`src/sevr_pkg.sv`:
```
// package for the status event register bank: bit positions, widths, reset values
package sevr_pkg;
    localparam int SEVR_STD_W = 8;
    localparam int SEVR_DEV_W = 16;
    localparam int SEVR_ERR_W = 16;
    // standard event bit positions
    localparam int STD_ALL_DONE = 0;
    localparam int STD_HW_FAULT = 3;
    localparam int STD_NOT_RUNNABLE = 4;
    localparam int STD_BAD_SPELLING = 5;
    localparam int STD_POWER_CYCLE = 7;
    // device event bit positions
    localparam int DEV_CMP_ABOVE = 0;
    localparam int DEV_CMP_PASS = 1;
    localparam int DEV_CMP_UNDER = 2;
    localparam int DEV_PAUSED = 5;
    localparam int DEV_LIM_UNDER = 6;
    localparam int DEV_LIM_OVER = 7;
    localparam int DEV_EXT_OFF = 8;
    localparam int DEV_EXT_TRIG = 9;
    localparam int DEV_BUF_FULL = 10;
    localparam int DEV_OUT_ACTIVE = 11;
    localparam int DEV_CAL_DONE = 12;
    localparam int DEV_SCAN_DONE = 13;
    localparam int DEV_STEP_DONE = 14;
    localparam int DEV_MEAS_DONE = 15;
    // error bit positions
    localparam int ERR_POWERUP_SELFTEST = 0;
    localparam int ERR_SELFTEST = 1;
    localparam int ERR_OVERLOAD = 3;
    localparam int ERR_FAN_STOP = 4;
    localparam int ERR_OVERHEAT = 5;
    localparam int ERR_SOURCE = 6;
    localparam int ERR_CALC = 9;
    localparam int ERR_RANGE = 10;
    localparam int ERR_ARG = 12;
    localparam int ERR_EXEC = 13;
    localparam int ERR_SYNTAX = 14;
    localparam int ERR_UNKNOWN = 15;
    // status byte bit positions
    localparam int STB_DEV_SUM = 3;
    localparam int STB_STD_SUM = 5;
    // reset values
    localparam logic [7:0] STD_RESET = 8'h00;
    localparam logic [15:0] DEV_RESET = 16'h0000;
    localparam logic [15:0] ERR_RESET = 16'h0000;
    // operating state codes on the input port
    typedef enum logic [1:0] {SEVR_STANDBY, SEVR_OPERATE, SEVR_SUSPEND} sevr_state_t;
endpackage : sevr_pkg

```
`src/sevr_status_event_registers.sv`:
```
// status event register bank: standard event, device event, error log and summaries
// Functional notes
// - set standard bit 0 when pending work ends after the completion command
// - set standard bit 3 on a hardware error
// - set standard bit 4 on non-runnable command or invalid parameter
// - set standard bit 5 on a misspelled command
// - set standard bit 7 after power cycled off and on
// - clear standard bits at power-on, clear-status and on query read
// - clear standard mask at power-on and when written zero
// - set device bits 0,1,2 on comparator high, pass, low
// - bit 5 follows suspend state; bit 11 follows operate state
// - set device bits 6,7 on limiter, bits 8,9 on external inputs
// - device bit 10 follows buffer full
// - device bit 12 set at calibration end, cleared at start
// - device bit 13 set at sweep end, cleared at start
// - bit 14 set on held step end outside burst; cleared step/sweep start/stop
// - bit 15 set at measurement end; cleared at start or data read
// - clear device bits at power-on; clear all but level bits 5, 10, 11 at clear-status and on query read
// - clear device mask at power-on and when written zero
// - set error bit 0 on power-on self-test failure, bit 1 on self-test failure
// - set error bits 3,4,5 on overload, fan stop, overheat; they stay set
// - set error bits 6, 9, 10 on source fault, calculation error, over-range
// - set error bits 12 to 15 on argument, execution, syntax, unknown errors
// - error log clears only at power-on or clear-status; reads keep it
// - summary is OR of event register ANDed with mask
// - status byte bit 3 carries the device summary
// - status byte bit 5 carries the standard summary
// - event registers take no writes, only set and clear actions
`timescale 1ns/10ps
`default_nettype none

module sevr_status_event_registers
(
    input wire logic i_core_clk,
    input wire logic i_rst_n,
    // command side, one-cycle pulses from the parser
    input wire logic i_clear_status,
    input wire logic i_std_read,
    input wire logic i_dev_read,
    input wire logic i_err_read,
    input wire logic i_std_mask_wr,
    input wire logic [sevr_pkg::SEVR_STD_W-1:0] i_std_mask_data,
    input wire logic i_dev_mask_wr,
    input wire logic [sevr_pkg::SEVR_DEV_W-1:0] i_dev_mask_data,
    // standard event sources, pulses
    input wire logic i_all_done_flag,
    input wire logic i_hardware_fault_flag,
    input wire logic i_command_not_runnable_flag,
    input wire logic i_bad_spelling_flag,
    input wire logic i_power_cycle_flag,
    // device event sources
    input wire logic i_comparator_above_flag,
    input wire logic i_comparator_pass_flag,
    input wire logic i_comparator_under_flag,
    input wire sevr_pkg::sevr_state_t i_op_state,
    input wire logic i_limiter_under_flag,
    input wire logic i_limiter_over_flag,
    input wire logic i_external_output_off_flag,
    input wire logic i_external_trigger_flag,
    input wire logic i_buffer_full_flag,
    input wire logic i_calibration_start,
    input wire logic i_calibration_done_flag,
    input wire logic i_scan_start,
    input wire logic i_scan_stop,
    input wire logic i_scan_done_flag,
    input wire logic i_step_start,
    input wire logic i_scan_step_done_flag,
    input wire logic i_trigger_hold,
    input wire logic i_burst_active,
    input wire logic i_measure_start,
    input wire logic i_measure_done_flag,
    input wire logic i_measure_data_read,
    // error sources
    input wire logic i_powerup_selftest_fail,
    input wire logic i_selftest_fail,
    input wire logic i_overload,
    input wire logic i_fan_stop,
    input wire logic i_overheat,
    input wire logic i_source_fault,
    input wire logic i_calc_error,
    input wire logic i_over_range,
    input wire logic i_arg_error,
    input wire logic i_exec_error,
    input wire logic i_syntax_error,
    input wire logic i_unknown_command,
    // read side
    output logic [sevr_pkg::SEVR_STD_W-1:0] o_std_rdata,
    output logic [sevr_pkg::SEVR_DEV_W-1:0] o_dev_rdata,
    output logic [sevr_pkg::SEVR_ERR_W-1:0] o_err_rdata,
    output logic [sevr_pkg::SEVR_STD_W-1:0] o_standard_event_reg,
    output logic [sevr_pkg::SEVR_DEV_W-1:0] o_device_event_register,
    output logic [sevr_pkg::SEVR_ERR_W-1:0] o_error_log,
    output logic [sevr_pkg::SEVR_STD_W-1:0] o_std_mask,
    output logic [sevr_pkg::SEVR_DEV_W-1:0] o_dev_mask,
    output logic o_device_summary_bit,
    output logic o_standard_summary_bit,
    output logic [7:0] o_status_byte_part
);
    import sevr_pkg::*;

    logic [SEVR_STD_W-1:0] std_reg, std_next, std_set;
    logic [SEVR_DEV_W-1:0] dev_reg, dev_next, dev_set, dev_clr;
    logic [SEVR_ERR_W-1:0] err_reg, err_next, err_set;
    logic [SEVR_STD_W-1:0] std_mask_reg, std_mask_next;
    logic [SEVR_DEV_W-1:0] dev_mask_reg, dev_mask_next;
    logic [SEVR_STD_W-1:0] std_rd_reg, std_rd_next;
    logic [SEVR_DEV_W-1:0] dev_rd_reg, dev_rd_next;
    logic [SEVR_ERR_W-1:0] err_rd_reg, err_rd_next;
    logic dsum_reg, dsum_next, ssum_reg, ssum_next;

    // enabled summary of an event word against its mask
    function automatic logic sevr_summary(input logic [15:0] ev, input logic [15:0] mask);
        sevr_summary = |(ev & mask);
    endfunction : sevr_summary

    // standard event sets; unused bits never set so they read zero
    always_comb
    begin
        std_set = '0;
        std_set[STD_ALL_DONE] = i_all_done_flag;
        std_set[STD_HW_FAULT] = i_hardware_fault_flag;
        std_set[STD_NOT_RUNNABLE] = i_command_not_runnable_flag;
        std_set[STD_BAD_SPELLING] = i_bad_spelling_flag;
        std_set[STD_POWER_CYCLE] = i_power_cycle_flag;
    end

    // standard event latch: clear on query or clear-status, set wins over read clear
    always_comb
    begin
        std_next = std_reg;
        if (i_clear_status || i_std_read)
        begin
            std_next = STD_RESET;
        end
        std_next = std_next | std_set;
    end

    // device event set and clear terms
    always_comb
    begin
        dev_set = '0;
        dev_clr = '0;
        dev_set[DEV_CMP_ABOVE] = i_comparator_above_flag;
        dev_set[DEV_CMP_PASS] = i_comparator_pass_flag;
        dev_set[DEV_CMP_UNDER] = i_comparator_under_flag;
        dev_set[DEV_LIM_UNDER] = i_limiter_under_flag;
        dev_set[DEV_LIM_OVER] = i_limiter_over_flag;
        dev_set[DEV_EXT_OFF] = i_external_output_off_flag;
        dev_set[DEV_EXT_TRIG] = i_external_trigger_flag;
        dev_set[DEV_CAL_DONE] = i_calibration_done_flag;
        dev_clr[DEV_CAL_DONE] = i_calibration_start;
        dev_set[DEV_SCAN_DONE] = i_scan_done_flag;
        dev_clr[DEV_SCAN_DONE] = i_scan_start;
        // burst steps are too fast to report one by one
        dev_set[DEV_STEP_DONE] = i_scan_step_done_flag && i_trigger_hold && !i_burst_active;
        dev_clr[DEV_STEP_DONE] = i_step_start || i_scan_start || i_scan_stop;
        dev_set[DEV_MEAS_DONE] = i_measure_done_flag;
        dev_clr[DEV_MEAS_DONE] = i_measure_start || i_measure_data_read;
    end

    // device event latch; state bits are levels and follow their cause
    always_comb
    begin
        dev_next = dev_reg & ~dev_clr;
        if (i_clear_status || i_dev_read)
        begin
            dev_next = DEV_RESET;
        end
        dev_next = dev_next | dev_set;
        dev_next[DEV_PAUSED] = (i_op_state == SEVR_SUSPEND);
        dev_next[DEV_OUT_ACTIVE] = (i_op_state == SEVR_OPERATE);
        dev_next[DEV_BUF_FULL] = i_buffer_full_flag;
    end

    // error sets; conditions latch and stay after the cause goes away
    always_comb
    begin
        err_set = '0;
        err_set[ERR_POWERUP_SELFTEST] = i_powerup_selftest_fail;
        err_set[ERR_SELFTEST] = i_selftest_fail;
        err_set[ERR_OVERLOAD] = i_overload;
        err_set[ERR_FAN_STOP] = i_fan_stop;
        err_set[ERR_OVERHEAT] = i_overheat;
        err_set[ERR_SOURCE] = i_source_fault;
        err_set[ERR_CALC] = i_calc_error;
        err_set[ERR_RANGE] = i_over_range;
        err_set[ERR_ARG] = i_arg_error;
        err_set[ERR_EXEC] = i_exec_error;
        err_set[ERR_SYNTAX] = i_syntax_error;
        err_set[ERR_UNKNOWN] = i_unknown_command;
    end

    // error log: reading does not clear it
    always_comb
    begin
        err_next = err_reg;
        if (i_clear_status)
        begin
            err_next = ERR_RESET;
        end
        err_next = err_next | err_set;
    end

    // enable masks: writes load the value, so zero clears
    always_comb
    begin
        std_mask_next = std_mask_reg;
        dev_mask_next = dev_mask_reg;
        if (i_std_mask_wr)
        begin
            std_mask_next = i_std_mask_data;
        end
        if (i_dev_mask_wr)
        begin
            dev_mask_next = i_dev_mask_data;
        end
    end

    // query answers capture the value before the read clears it
    always_comb
    begin
        std_rd_next = std_rd_reg;
        dev_rd_next = dev_rd_reg;
        err_rd_next = err_rd_reg;
        if (i_std_read)
        begin
            std_rd_next = std_reg;
        end
        if (i_dev_read)
        begin
            dev_rd_next = dev_reg;
        end
        if (i_err_read)
        begin
            err_rd_next = err_reg;
        end
    end

    // summaries from next values so they line up with the registered words
    always_comb
    begin
        dsum_next = sevr_summary(dev_next, dev_mask_next);
        ssum_next = sevr_summary({8'h00, std_next}, {8'h00, std_mask_next});
    end

    // standard event word; power-on is the async reset
    always_ff @(posedge i_core_clk or negedge i_rst_n)
    begin
        if (!i_rst_n)
        begin
            std_reg <= STD_RESET;
        end
        else
        begin
            std_reg <= std_next;
        end
    end

    // device event word; level bits settle one edge after release
    always_ff @(posedge i_core_clk or negedge i_rst_n)
    begin
        if (!i_rst_n)
        begin
            dev_reg <= DEV_RESET;
        end
        else
        begin
            dev_reg <= dev_next;
        end
    end

    // error log; only power-on and clear-status empty it
    always_ff @(posedge i_core_clk or negedge i_rst_n)
    begin
        if (!i_rst_n)
        begin
            err_reg <= ERR_RESET;
        end
        else
        begin
            err_reg <= err_next;
        end
    end

    // enable masks start cleared at power-on
    always_ff @(posedge i_core_clk or negedge i_rst_n)
    begin
        if (!i_rst_n)
        begin
            std_mask_reg <= '0;
            dev_mask_reg <= '0;
        end
        else
        begin
            std_mask_reg <= std_mask_next;
            dev_mask_reg <= dev_mask_next;
        end
    end

    // query answers hold until the next read of the same word
    always_ff @(posedge i_core_clk or negedge i_rst_n)
    begin
        if (!i_rst_n)
        begin
            std_rd_reg <= '0;
            dev_rd_reg <= '0;
            err_rd_reg <= '0;
        end
        else
        begin
            std_rd_reg <= std_rd_next;
            dev_rd_reg <= dev_rd_next;
            err_rd_reg <= err_rd_next;
        end
    end

    // summaries registered so the status byte never glitches
    always_ff @(posedge i_core_clk or negedge i_rst_n)
    begin
        if (!i_rst_n)
        begin
            dsum_reg <= 1'h0;
            ssum_reg <= 1'h0;
        end
        else
        begin
            dsum_reg <= dsum_next;
            ssum_reg <= ssum_next;
        end
    end

    // outputs straight from flip-flops
    always_comb
    begin
        o_std_rdata = std_rd_reg;
        o_dev_rdata = dev_rd_reg;
        o_err_rdata = err_rd_reg;
        o_standard_event_reg = std_reg;
        o_device_event_register = dev_reg;
        o_error_log = err_reg;
        o_std_mask = std_mask_reg;
        o_dev_mask = dev_mask_reg;
        o_device_summary_bit = dsum_reg;
        o_standard_summary_bit = ssum_reg;
        o_status_byte_part = 8'h00;
        o_status_byte_part[STB_DEV_SUM] = dsum_reg;
        o_status_byte_part[STB_STD_SUM] = ssum_reg;
    end
endmodule : sevr_status_event_registers

`default_nettype wire

```
`config.mk`:
```
export PLATFORM = sky130hd
export DESIGN_NAME = sevr_status_event_registers
export DESIGN_NICKNAME = d
export VERILOG_FILES = /design/src/sevr_pkg.sv /design/src/sevr_status_event_registers.sv
export SDC_FILE = /design/constraint.sdc
export NUM_CORES = 1
export LEC_CHECK = 0
export BUFFER_PORTS_ARGS = -buffer_cell sky130_fd_sc_hd__buf_2
export CAP_MARGIN = 5
export CORE_ASPECT_RATIO = 0.7
export CORE_MARGIN = 3
export CORE_UTILIZATION = 49
export CTS_CLUSTER_SIZE = 14
export DETAILED_ROUTE_END_ITERATION = 12
export PLACE_DENSITY = 0.92
export SYNTH_ARGS = -nofsm -noshare
export SYNTH_HDL_FRONTEND = slang
export SYNTH_SLANG_ARGS = --single-unit
```
`constraint.sdc`:
```
create_clock -name i_core_clk -period 2.1 [get_ports i_core_clk]
set_input_delay 0.315 -clock i_core_clk [delete_from_list [all_inputs] [get_ports i_core_clk]]
set_output_delay 0.315 -clock i_core_clk [all_outputs]
set_load 0.005 [all_outputs]
```
Word-level counts from Yosys, hierarchy flattened:

Index checks and enable logic that the tools add are counted.

* equal/unequal tests: 2
* mux-type cells: 5
* reduce and logical (&&, ||, !) cells: 10
* bitwise gates (word level): 7

Operators with widths (number)
* $mux W16: 3
* $and A16 B16 Y16: 2
* $or A16 B16 Y16: 2
* $reduce_or A16 Y1: 2
* $mux W8: 2
* $not A16 Y16: 1
* $and A8 B8 Y8: 1
* $or A8 B8 Y8: 1
* $logic_or A1 B1 Y1: 5
* $eq A2 B1 Y1 const B: 1
* $eq A2 B2 Y1 const B: 1
* $logic_and A1 B1 Y1: 2
* $logic_not A1 Y1: 1

* flip-flop bits (word level): 106
* logic and storage cells: 34
* input bits: 71

Longest topological paths before layout:

* depth after elaboration: 8
* depth in mapped cells: 7
* gate-level depth less buffers: 5

Worst setup path before layout:

Ideal clock, no wire load.

* path kind: input-to-reg
* start: input port i_dev_mask_wr
* end: register dsum_reg (netlist: o_device_summary_bit)
* slack: 0.661 ns
* library setup time: 0.136 ns
* cell stages on the path: 6
* buffers on the path: 1
* arrival: 1.303 ns
* cells stage by stage: buf_6 -> mux2_4 -> a32oi_1 -> and4_1 -> nand3_1 -> nand4bb_1

* longest elaborated chain between the ends: 3

Ends and longest elaborated chain
* start: declaration: line sevr_status_event_registers.sv:43 `input wire logic i_dev_mask_wr,`
* $mux W16: line sevr_status_event_registers.sv:213 `if (i_dev_mask_wr)`
* net dev_mask_next[3]: line sevr_status_event_registers.sv:105 `logic [SEVR_DEV_W-1:0] dev_mask_reg, dev_mask_next;`
* $and A16 B16 Y16: line sevr_status_event_registers.sv:113 `sevr_summary = |(ev & mask);`
* $reduce_or A16 Y1: line sevr_status_event_registers.sv:113
* net dsum_next: line sevr_status_event_registers.sv:109 `logic dsum_reg, dsum_next, ssum_reg, ssum_next;`
* end signal: assignment: line sevr_status_event_registers.sv:327 `dsum_reg <= dsum_next;`
* end: declaration: line sevr_status_event_registers.sv:109

The timed path passes the listed nets, and every way through them passes these cells.
A chain may end at the register's enable or synchronous reset.

Worst setup path after layout:

* start: register dev_mask_reg[3] (netlist: o_dev_mask[3])
* end: register dsum_reg (netlist: o_device_summary_bit)

* longest elaborated chain between the ends: 3

Ends and longest elaborated chain
* start: declaration: line sevr_status_event_registers.sv:105
* start signal: assignment: line sevr_status_event_registers.sv:296 `dev_mask_reg <= dev_mask_next;`
* $mux W16: line sevr_status_event_registers.sv:213
* net dev_mask_next[3]: line sevr_status_event_registers.sv:105
* $and A16 B16 Y16: line sevr_status_event_registers.sv:113
* $reduce_or A16 Y1: line sevr_status_event_registers.sv:113
* net dsum_next: line sevr_status_event_registers.sv:109

The timed path passes the listed nets, and every way through them passes these cells.

==> reports/results.txt <==
Ys flop type = dfrtp_1
Crit end category = register
Pre-CTS worst setup slack = 357 ps
Startpoint types = register
Vias per Instance = 5.00
Final non-filler cell total = 524
Largest net degree at the start of global routing = 52
Routability cong. = 0.858
Clk pwr share = 32.4%
Largest family of logic cells by synthesized area = multiplexers
Register bit total from synthesis = 98
Post-synthesis adder-cell area fraction = 0%
Clock Sinks = 98
Leading area contributor after synthesis = dfrtp_1
Synthesized area = 0.00376 mm^2
Achievable frequency = 633 MHz
VDD IR max = 0.385 mV
Placed insts = 508
Clock skew = 7.93 ps
RSZ-0062 raised after global routing = no
Routed vias = 2,621
Status = completed
I/O pins = 185
Fin Setup TNS = 0 ps
Fin crit share = 75.2%
Antenna violations before repair = 0
Comb pwr share = 13.9%
Final #Nets = 493
Vias in the first global route = 2,787
FFs w/ async S/R, synth = 100%
Synth cell count leaders = 98 x dfrtp_1, 57 x mux2_2, 25 x a21o_1
Compound-Gate Fraction of Synth Area = 7.46%
CP Data Required Time = 2310 ps
Xor/xnor share of the synthesized area = 0%
Gate Count Post-Synth = 247
Yosys cell types = 30
Net Sw Frac = 24.3%
Share of post-route cells with drive strength above 1 = 59.2%
Critical Path Fanout Max = 2
Clock Latency Late Sink = 350 ps
Die area = 0.00877 mm^2
Row count = 26
Clock Tree Root = clkbuf_8
Synthesis-to-finish area growth = 29.5%
Top-count cell post-synth = dfrtp_1
Die Y-Extent = 79.3 um
Syn avg cell area = 15.2 um^2
Int Pwr = 3000 uW
Dpl hpwl = 6920 um
Pins Over Slew Limit = 0
P_leak = 0.00246 uW
Max_cap viols = 0
Number of flops mapped to enable cells by yosys = 0
Yosys top cell area share = 65.3%
Die W = 111 um
CTS clk-pin slew, worst paths = 90 ps
Starting Density = 50.9%
Sequential area share after synthesis = 65.3%
CTS tree = done
Met3 Use GR = 7.77%
Total CTS buffers = 9
Power per cell area = 814 mW/mm^2
Core region area = 0.00738 mm^2
Switching component of the power = 961 uW
Mux contribution to synthesized area = 18.3%
CP arrival = 1790 ps
GR Overflow Total = 0
Worst hold path type = primary input to register
Total Routing Usage GR = 20.9%
Met1 Use GR = 26.5%
Routing usage on met2 = 34.7%
DRC viols = 0
Setup WS post-layout = 520 ps
H-tree Lvls = 3
# port buffers = 170
Final min period = 1580 ps
Detailed-route wire length per cell = 17.1 um
Antenna Violating Nets Remaining = 0
Seq pwr share = 53.7%
DRT Wirelength = 8950 um
Crit path kind = register to register
Synth warn = 0
Max clock buf depth = 2
Fin. Hold Viols = 0
Initial drt markers = 68
# diodes = 0
Synth top area cells = dfrtp_1 65%, mux2_2 17%, a21o_1 5.0%, buf_4 3.4%, mux2_4 1.2%
Most used routing layer = met2
Final setup fails = 0
First-pass GRT wire length = 14,400 um
Pre-Repair DR Iteration Count = 4
Simple-gate share of the synthesized area = 3.86%
## layout make-up
type / count / area [um^2]
Timing Repair Buffer: 176 / 913
Tap cell: 98 / 123
Multi-Input combinational cell: 136 / 1160
Clock inverter: 5 / 80.1
Clock buffer: 10 / 128
Inverter: 1 / 3.75
Sequential cell: 98 / 2450
Fill cell: 578 / 2520
## per-stage QoR
step                instance area (um^2)  hold WS, ps  total power [uW]  util (%)
detailed placement                  4650          296              2720      62.9
global placement                    4650          278              2690      62.9
floorplan                           3800         19.4              2410         -
finish                              4860         95.7              3960      65.9
global route                        4860         64.9              4150      65.9
CTS                                 4860         78.3              3990      65.9
## layout by cell type, fill, tap and decap left out, types with 2 or more instances in the layout
master,instances
buf_4,5
mux2_4,3
mux2_2,57
and2_1,5
buf_2,169
nor2b_1,2
bufinv_16,2
clkinvlp_4,2
dfrtp_1,98
a222oi_1,2
nand2_1,7
a22oi_1,2
nand3_1,2
clkbuf_8,9
a32oi_1,2
nor2_1,3
a21o_1,25
o21ai_0,2
conb_1,14
## metal layers
metal / routed length, um / vias up
met5: 0 / -
met4: 65 / 0
met3: 629 / 6
met2: 4460 / 109
met1: 3790 / 1318
li1: - / 1188
## worst paths after layout
path,from,end,slack [ps],cells after the start
min in group asynchronous,i_rst_n,o_err_rdata[13]$_DFFE_PN0P_,480,2
worst max-delay path,o_dev_mask[3]$_DFF_PN0_,o_device_summary_bit$_DFF_PN0_,520,5
max in group asynchronous,i_rst_n,o_error_log[14]$_DFF_PN0_,1000,3
worst min-delay path,i_buffer_full_flag,o_device_event_register[10]$_DFF_PN0_,100,1
worst max register to register,o_dev_mask[3]$_DFF_PN0_,o_device_summary_bit$_DFF_PN0_,520,5
worst min register to register,o_error_log[6]$_DFF_PN0_,o_error_log[6]$_DFF_PN0_,500,1
## power groups by stage
stage	Clock, uW	Combinational (uW)	Sequential, uW
floorplan	0	246	2170
global placement	0	537	2150
detailed placement	0	556	2160
CTS	1310	560	2130
global route	1390	611	2150
finish	1280	551	2130
## logic make-up (layout without fill, tap and decap cells)
group,after synthesis,after routing
compound gates,36,36
buf+inv,26,192
flops,98,98
mux,60,60
other cells,1,14
simple gates,26,26
## what timing repair did
| action | in CTS | in global routing |
|---|---|---|
| hold buffers | 1 | 0 |
| endpoints found under the hold margin | 32 | 0 |
| buffers inserted | 0 | 0 |
| gates resized for setup | 0 | 0 |
## critical path, cell delays in order (launching register included)
cell and delay [ps]:
dfrtp_1 400, mux2_4 290, a32oi_1 200, and4_1 240, nand3_1 120, nand4bb_1 200
Power figures use the tool's default switching activity.
